--- src/core/flash_check_regs.vh ---
// Constants for the flash program/erase parameter checker.
// Assumes inclusion by bare name from the core files.
`ifndef FLASH_CHECK_REGS_VH
`define FLASH_CHECK_REGS_VH
`define RES_OVERALL_FAIL 0
`define RES_DEST_ADDR 1
`define RES_SRC_DATA_ADDR 2
`define RES_ERASE_BLOCK 3
`define RES_KEY 4
`define RES_EXEC 5
`define RES_MODE 6
`define KEY_GOOD 8'h5A
`define ARRAY_USER_BOOT 8'hAA
`define BLOCK_LAST 8'h0B
`define ALIGN_BITS 7
`define RESULT_RESET 32'h00000000
`define FLASH_BASE_DEF 32'h00000000
`define FLASH_SIZE_DEF 32'h00040000
`endif

--- src/core/flash_addr_check.v ---
// Address and key checks for a programming request.
// Assumes all inputs are stable on the checked cycle.
`timescale 1ns/1ps
`include "flash_check_regs.vh"
module flash_addr_check #(
	parameter [31:0] FLASH_BASE = 32'h00000000,
	parameter [31:0] FLASH_SIZE = 32'h00040000
) (
	input wire [31:0] src_addr,
	input wire [31:0] dst_addr,
	input wire [7:0] key,
	output wire src_err,
	output wire dst_err,
	output wire key_err
);
	function in_flash;
		input [31:0] a;
		begin
			in_flash = (a >= FLASH_BASE) && ((a - FLASH_BASE) < FLASH_SIZE);
		end
	endfunction

	assign src_err = in_flash(src_addr);
	assign dst_err = !in_flash(dst_addr) || (dst_addr[6:0] != 7'h00);
	assign key_err = (key != `KEY_GOOD);
endmodule // flash_addr_check

--- src/core/flash_prog_erase_param_check.v ---
// Parameter checking and result word for flash program and erase calls.
// Assumes the CPU presents parameters with a one-cycle start strobe;
// the cell sequencer reports completion and failure on its own ports.
`timescale 1ns/1ps
`include "flash_check_regs.vh"
// Contract
// - Bit 0 reports overall pass or fail.
// - Bit 5 flags unerased target or altered registers.
// - User boot array selected means program error.
// - Bit 4 flags key other than 5A.
// - Bit 2 flags source address inside flash.
// - Bit 1 flags destination outside flash.
// - Bit 1 flags destination not 128-byte aligned.
// - Block number taken from bits 7 to 0.
// - Block above 0B flags error, no erase.
// - Bit 6 flags write pin low or protect.
module flash_prog_erase_param_check #(
	parameter [31:0] FLASH_BASE = `FLASH_BASE_DEF,
	parameter [31:0] FLASH_SIZE = `FLASH_SIZE_DEF
) (
	input wire CLK,
	input wire SRST,
	input wire PROG_START,
	input wire ERASE_START,
	input wire [31:0] SRC_DATA_ADDR,
	input wire [31:0] DEST_ADDR,
	input wire [31:0] ERASE_BLOCK_SELECT_PARAM,
	input wire [7:0] KEY_REGISTER,
	input wire [7:0] ARRAY_SELECT_REG,
	input wire FLASH_WRITE_ENABLE_PIN,
	input wire FLASH_ERROR_PROTECT_FLAG,
	input wire CELL_DONE,
	input wire CELL_FAIL,
	input wire REG_ALTERED,
	output reg [31:0] PASS_FAIL_RESULT,
	output reg RESULT_VALID,
	output reg BUSY,
	output reg CELL_PROG_GO,
	output reg CELL_ERASE_GO,
	output reg [3:0] ERASE_BLOCK_NUMBER
);
	localparam [2:0] ST_IDLE = 3'b001;
	localparam [2:0] ST_PROG = 3'b010;
	localparam [2:0] ST_ERASE = 3'b100;

	// Pin is asynchronous: three stages, change accepted when last two agree
	reg [2:0] fwe_sync_r;
	reg fwe_r;
	reg [2:0] state_r;
	reg [2:0] state_nxt;
	reg [31:0] result_nxt;
	reg valid_nxt;
	reg busy_nxt;
	reg prog_go_nxt;
	reg erase_go_nxt;
	reg [3:0] block_nxt;
	wire src_err;
	wire dst_err;
	wire key_err;
	wire mode_err;
	wire boot_sel;
	wire block_err;
	wire prog_fault;
	wire erase_fault;
	wire [7:0] block_num;

	flash_addr_check #(
		.FLASH_BASE(FLASH_BASE),
		.FLASH_SIZE(FLASH_SIZE)
	) u_addr_check (
		.src_addr(SRC_DATA_ADDR),
		.dst_addr(DEST_ADDR),
		.key(KEY_REGISTER),
		.src_err(src_err),
		.dst_err(dst_err),
		.key_err(key_err)
	);

	// Reset parks the stages at pin-low, so mode error reads set until the pin is seen
	always @(posedge CLK) begin
		if (SRST) begin
			fwe_sync_r <= 3'h0;
		end else begin
			fwe_sync_r <= {fwe_sync_r[1:0], FLASH_WRITE_ENABLE_PIN};
		end
	end

	// Filtered level only moves when the last two stages agree
	always @(posedge CLK) begin
		if (SRST) begin
			fwe_r <= 1'b0;
		end else if (fwe_sync_r[1] == fwe_sync_r[2]) begin
			fwe_r <= fwe_sync_r[2];
		end
	end

	assign mode_err = !fwe_r || FLASH_ERROR_PROTECT_FLAG;
	assign boot_sel = (ARRAY_SELECT_REG == `ARRAY_USER_BOOT);
	assign block_num = ERASE_BLOCK_SELECT_PARAM[7:0];
	assign block_err = (block_num > `BLOCK_LAST);
	assign prog_fault = mode_err || key_err || src_err || dst_err || boot_sel;
	assign erase_fault = mode_err || key_err || block_err || boot_sel;

	// Builds a result word; unused bits stay zero and any error sets fail
	function [31:0] pack;
		input md;
		input ee;
		input fk;
		input eb;
		input wd;
		input wa;
		reg [31:0] w;
		begin
			w = `RESULT_RESET;
			w[`RES_MODE] = md;
			w[`RES_EXEC] = ee;
			w[`RES_KEY] = fk;
			w[`RES_ERASE_BLOCK] = eb;
			w[`RES_SRC_DATA_ADDR] = wd;
			w[`RES_DEST_ADDR] = wa;
			w[`RES_OVERALL_FAIL] = md | ee | fk | eb | wd | wa;
			pack = w;
		end
	endfunction

	// Next state: a failed check never leaves idle
	always @* begin
		state_nxt = state_r;
		case (state_r)
			ST_IDLE: begin
				if (PROG_START) begin
					if (!prog_fault) begin
						state_nxt = ST_PROG;
					end
				end else if (ERASE_START) begin
					if (!erase_fault) begin
						state_nxt = ST_ERASE;
					end
				end
			end
			ST_PROG: begin
				if (CELL_DONE) begin
					state_nxt = ST_IDLE;
				end
			end
			ST_ERASE: begin
				if (CELL_DONE) begin
					state_nxt = ST_IDLE;
				end
			end
			default: begin
				state_nxt = ST_IDLE;
			end
		endcase
		busy_nxt = (state_nxt != ST_IDLE);
	end

	// Result word and its valid pulse
	always @* begin
		result_nxt = PASS_FAIL_RESULT;
		valid_nxt = 1'b0;
		case (state_r)
			ST_IDLE: begin
				if (PROG_START && prog_fault) begin
					// Boot array selection is reported as an execution error
					result_nxt = pack(
						mode_err,
						boot_sel,
						key_err,
						1'b0,
						src_err,
						dst_err
					);
					valid_nxt = 1'b1;
				end else if (!PROG_START && ERASE_START && erase_fault) begin
					result_nxt = pack(
						mode_err,
						boot_sel,
						key_err,
						block_err,
						1'b0,
						1'b0
					);
					valid_nxt = 1'b1;
				end
			end
			ST_PROG, ST_ERASE: begin
				if (CELL_DONE) begin
					// Failed cell write or altered registers both land in bit 5
					result_nxt = pack(
						1'b0,
						CELL_FAIL | REG_ALTERED,
						1'b0,
						1'b0,
						1'b0,
						1'b0
					);
					valid_nxt = 1'b1;
				end
			end
			default: begin
				valid_nxt = 1'b0;
			end
		endcase
	end

	// Cell start pulses and the accepted block number
	always @* begin
		prog_go_nxt = 1'b0;
		erase_go_nxt = 1'b0;
		block_nxt = ERASE_BLOCK_NUMBER;
		case (state_r)
			ST_IDLE: begin
				if (PROG_START) begin
					prog_go_nxt = !prog_fault;
				end else if (ERASE_START && !erase_fault) begin
					// Only the low nibble can name a legal block
					block_nxt = block_num[3:0];
					erase_go_nxt = 1'b1;
				end
			end
			ST_PROG, ST_ERASE: begin
				block_nxt = ERASE_BLOCK_NUMBER;
			end
			default: begin
				prog_go_nxt = 1'b0;
			end
		endcase
	end

	// One-hot state, back to idle on reset
	always @(posedge CLK) begin
		if (SRST) begin
			state_r <= ST_IDLE;
		end else begin
			state_r <= state_nxt;
		end
	end

	// Result holds until the next answer
	always @(posedge CLK) begin
		if (SRST) begin
			PASS_FAIL_RESULT <= `RESULT_RESET;
		end else begin
			PASS_FAIL_RESULT <= result_nxt;
		end
	end

	// Valid is a one-cycle pulse
	always @(posedge CLK) begin
		if (SRST) begin
			RESULT_VALID <= 1'b0;
		end else begin
			RESULT_VALID <= valid_nxt;
		end
	end

	// Busy tracks the state so starts during an operation are refused
	always @(posedge CLK) begin
		if (SRST) begin
			BUSY <= 1'b0;
		end else begin
			BUSY <= busy_nxt;
		end
	end

	// Program start pulse to the cell sequencer
	always @(posedge CLK) begin
		if (SRST) begin
			CELL_PROG_GO <= 1'b0;
		end else begin
			CELL_PROG_GO <= prog_go_nxt;
		end
	end

	// Erase start pulse to the cell sequencer
	always @(posedge CLK) begin
		if (SRST) begin
			CELL_ERASE_GO <= 1'b0;
		end else begin
			CELL_ERASE_GO <= erase_go_nxt;
		end
	end

	// Block number kept for the running erase
	always @(posedge CLK) begin
		if (SRST) begin
			ERASE_BLOCK_NUMBER <= 4'h0;
		end else begin
			ERASE_BLOCK_NUMBER <= block_nxt;
		end
	end
endmodule // flash_prog_erase_param_check

--- config.mk ---
export PLATFORM = sky130hd
export DESIGN_NAME = flash_prog_erase_param_check
export DESIGN_NICKNAME = d
export VERILOG_FILES = /design/src/core/flash_addr_check.v /design/src/core/flash_prog_erase_param_check.v
export VERILOG_INCLUDE_DIRS = /design/src /design/src/core
export SDC_FILE = /design/constraint.sdc
export NUM_CORES = 1
export LEC_CHECK = 0
export ABC_CLOCK_PERIOD_IN_PS = 4300
export BUFFER_PORTS_ARGS = -buffer_cell sky130_fd_sc_hd__buf_2
export CORE_MARGIN = 2
export CORE_UTILIZATION = 36
export CTS_CLUSTER_DIAMETER = 150
export DETAILED_ROUTE_END_ITERATION = 16
export PLACE_DENSITY = 0.92
export SYNTH_ARGS = -nofsm -noshare
export SYNTH_HDL_FRONTEND = slang
export SYNTH_SLANG_ARGS = --single-unit
--- constraint.sdc ---
create_clock -name CLK -period 4.3 [get_ports CLK]
set_clock_uncertainty 0.15 [all_clocks]
set_input_delay 0.43 -clock CLK [delete_from_list [all_inputs] [get_ports CLK]]
set_output_delay 0.43 -clock CLK [all_outputs]
set_load 0.01 [all_outputs]
==> impl_metrics.py <==
metrics = {
    "run_status": {
        "status": "completed",
    },
    "critical_path": {
        "worstSetupStartpoint": "state_r[1]$_SDFF_PP0_",
        "cp_slowest_stage_delay_ps": 520,
        "crit_fanout": 6,
        "slowest_stage": "or3b_1",
        "cp_num_buf_inv": 0,
        "cp-end-kind": "register",
        "timing.rr.end": "PASS_FAIL_RESULT[0]$_SDFFE_PP0P_",
        "worstPathArrival_ps": 1980,
        "start_kind": "register",
        "endpoint": "PASS_FAIL_RESULT[0]$_SDFFE_PP0P_",
        "r2r_slack_ps": 2330,
        "crit_chain": "or3b_1, a211oi_2, a21oi_2, nand3_4, mux2_4",
        "worstSetupPathType": "register to register",
        "cp_data_required_time_ps": 4310,
        "cp_num_cells": 5,
        "rr_worst_depth": 5,
        "rr_startpoint": "state_r[1]$_SDFF_PP0_",
        "cp_top_family": "simple AND/OR/NAND/NOR gates",
    },
    "yosys": {
        "synth-seq-cells": 22,
        "async_flop_share_pct": 0,
        "syn-instance-count": 150,
        "synth_flop_cell": "dfxtp_1",
        "synth.avg_cell_area_um2": 9.06,
        "synth_edf_count": 0,
        "synth_top_area_cell": "dfxtp_1",
        "synthSimpleGateAreaFrac_pct": 30.8,
        "yosys_warnings": 0,
        "synthMuxAreaShare_pct": 6.26,
        "ys_seq_area_share_pct": 32.4,
        "synth_area_leaders": "dfxtp_1, buf_4, mux2i_1",
        "synth_fa_ha_area_share_pct": 0,
        "synth_area_mm2": 0.00136,
        "synth-compound-area-share_pct": 13.9,
        "synth_top_area_share_pct": 32.4,
        "synth_cell_type_count": 45,
        "synth_xor_area_share_pct": 0.645,
        "synth_top_family_by_area": "simple AND/OR/NAND/NOR gates",
    },
    "timing": {
        "period_share_pct": 45.8,
        "fmax_mhz": 508,
        "fin_setup_tns_ps": 0,
        "rsz0062_at_grt": "no",
        "hold_viol": 0,
        "setup_violations": 0,
        "fin_crit_ps": 1970,
        "whs_ps": 220,
        "drv_slew": 0,
    },
    "die": {
        "io_pins": 161,
        "start_util_pct": 37.4,
        "fp.dieW_um": 65.4,
        "core_mm2": 0.00363,
        "rows": 22,
        "die_y_um": 65.4,
        "die-area_mm2": 0.00428,
    },
    "drt": {
        "vias": 1289,
        "dr.pass1.iters": 4,
        "drt_iter0_drc": 28,
        "wl_per_cell_um": 11.3,
        "ant_nets": 0,
        "drc": 0,
        "drt_wl_total_um": 3170,
        "vias_per_cell": 4.60,
    },
    "layout": {
        "finalInstanceArea_mm2": 0.00178,
        "syn_to_final_growth_pct": 31.3,
        "diodes": 0,
        "fin_nets": 354,
        "drive_above_1_share_pct": 44.4,
    },
    "cts": {
        "cts_hold_buf": 0,
        "postCtsSetupRepairBufs": 0,
        "cts_resized": 0,
        "clock-sinks": 22,
        "clockRootBuffer": "clkbuf_8",
        "cts_tree": "built",
        "clock_path_buffers": 2,
        "cts_buffers": 3,
        "ctsHtreeMaxLevel": 1,
        "clk_latency_ps": 260,
        "clk_pin_slew_worst_paths_ps": 80,
    },
    "hold_path": {
        "min_path_type": "primary input to register",
    },
    "grt": {
        "overflow": 0,
        "grt_max_degree": 25,
        "track_usage_pct": 14.6,
        "grt_pass1_vias": 1200,
        "antenna_found_initial": 0,
        "grt_pass1_wl_um": 4890,
    },
    "placed_design": {
        "gp_congestion": 0.831,
        "portBuffers": 82,
        "dp_hpwl_um": 2650,
        "post_dp_cell_area_mm2": 0.00171,
    },
    "run": {
        "maxCapViolCount": 0,
    },
    "pwr": {
        "peakVddDrop_uv": 121,
        "power_density_mw_per_mm2": 268,
        "cellLeakagePower_nw": 0.848,
    },
}
==> worst min path at each step <==
| stage | start | endpoint | slack (ps) | cells past startpoint |
|---|---|---|---|---|
| after floorplan | fwe_sync_r[0]$_SDFF_PP0_ | fwe_sync_r[1]$_SDFF_PP0_ | 260 | 1 |
| after global placement | fwe_sync_r[0]$_SDFF_PP0_ | fwe_sync_r[1]$_SDFF_PP0_ | 270 | 1 |
| after detailed placement | fwe_sync_r[0]$_SDFF_PP0_ | fwe_sync_r[1]$_SDFF_PP0_ | 280 | 1 |
| after CTS | FLASH_WRITE_ENABLE_PIN | fwe_sync_r[0]$_SDFF_PP0_ | 220 | 2 |
| after global routing | FLASH_WRITE_ENABLE_PIN | fwe_sync_r[0]$_SDFF_PP0_ | 230 | 2 |
| final | FLASH_WRITE_ENABLE_PIN | fwe_sync_r[0]$_SDFF_PP0_ | 220 | 2 |
==> registers in the layout, summed over array words and instances (netlist names) <==
signal / count
RESULT_VALID: 1
state_r: 3
CELL_ERASE_GO: 1
fwe_sync_r: 3
fwe_r: 1
ERASE_BLOCK_NUMBER: 4
BUSY: 1
CELL_PROG_GO: 1
PASS_FAIL_RESULT: 7
==> cells in the mapped netlist (2+ instances only) <==
master     number
buf_4          25
dfxtp_1        22
nor2_1         18
nand2_1        10
mux2i_1         7
nand2b_1        5
nor2b_1         5
a21oi_1         4
nor3_1          4
nor4_1          4
nor4_2          4
o21ai_0         3
a211oi_2        2
a21o_1          2
and4bb_2        2
clkbuf_1        2
inv_1           2
nand4bb_1       2
==> cell usage in the layout (no fill, tap or decap), types with 2 or more instances in the layout <==
master     count
nor3_1         4
nor4_2         4
inv_1          2
nand2_1       10
o21ai_0        3
nor4_1         4
nand4bb_1      2
conb_1        25
a211oi_2       2
clkbuf_8       3
dfxtp_1       22
nor2b_1        5
buf_2         82
and4bb_2       2
nor2_1        18
a21o_1         2
nand2b_1       5
mux2i_1        7
a21oi_1        4
==> layer usage <==
metal / vias to the layer above / wire [µm] / GRT usage, %
met4: 0 / 57 / 6.51
met3: 5 / 296 / 2.23
met1: 571 / 1230 / 14.7
met5: - / 0 / 0
li1: 647 / - / -
met2: 66 / 1590 / 29.0
==> power breakdown <==
group,switching (mW),internal [mW],total (mW)
clock network,0.0686,0.124,0.193
logic,0.0382,0.0358,0.0740
registers,0.00203,0.208,0.210
total,0.109,0.368,0.477
==> cells by family (layout without fill, tap and decap cells) <==
kind of cell	count (synthesis)	in the layout
AND/OR/NAND/NOR	65	65
buffers and inverters	30	88
AO/OA/AOI/OAI	23	23
flip-flops	22	22
multiplexers	8	8
other	1	25
XOR/XNOR	1	1
==> cell type report <==
class	count	area, µm²
Multi-Input combinational cell	122	795
Sequential cell	22	440
Clock inverter	1	30.0
Timing Repair Buffer	82	410
Tap cell	48	60.1
Fill cell	360	1850
Clock buffer	3	41.3
Inverter	2	7.51
==> stage by stage <==
stage / util [%] / power (mW) / setup slack [ps] / std cells
after CTS: 49.1 / 0.481 / 2320 / 280
after floorplan: - / 0.266 / 2360 / 174
after detailed placement: 47.1 / 0.289 / 2100 / 276
after global placement: 47.1 / 0.287 / 2120 / 276
after global routing: 49.1 / 0.496 / 2230 / 280
final: 49.1 / 0.477 / 2330 / 280
Note: power is estimated with default switching activity, not from simulation.
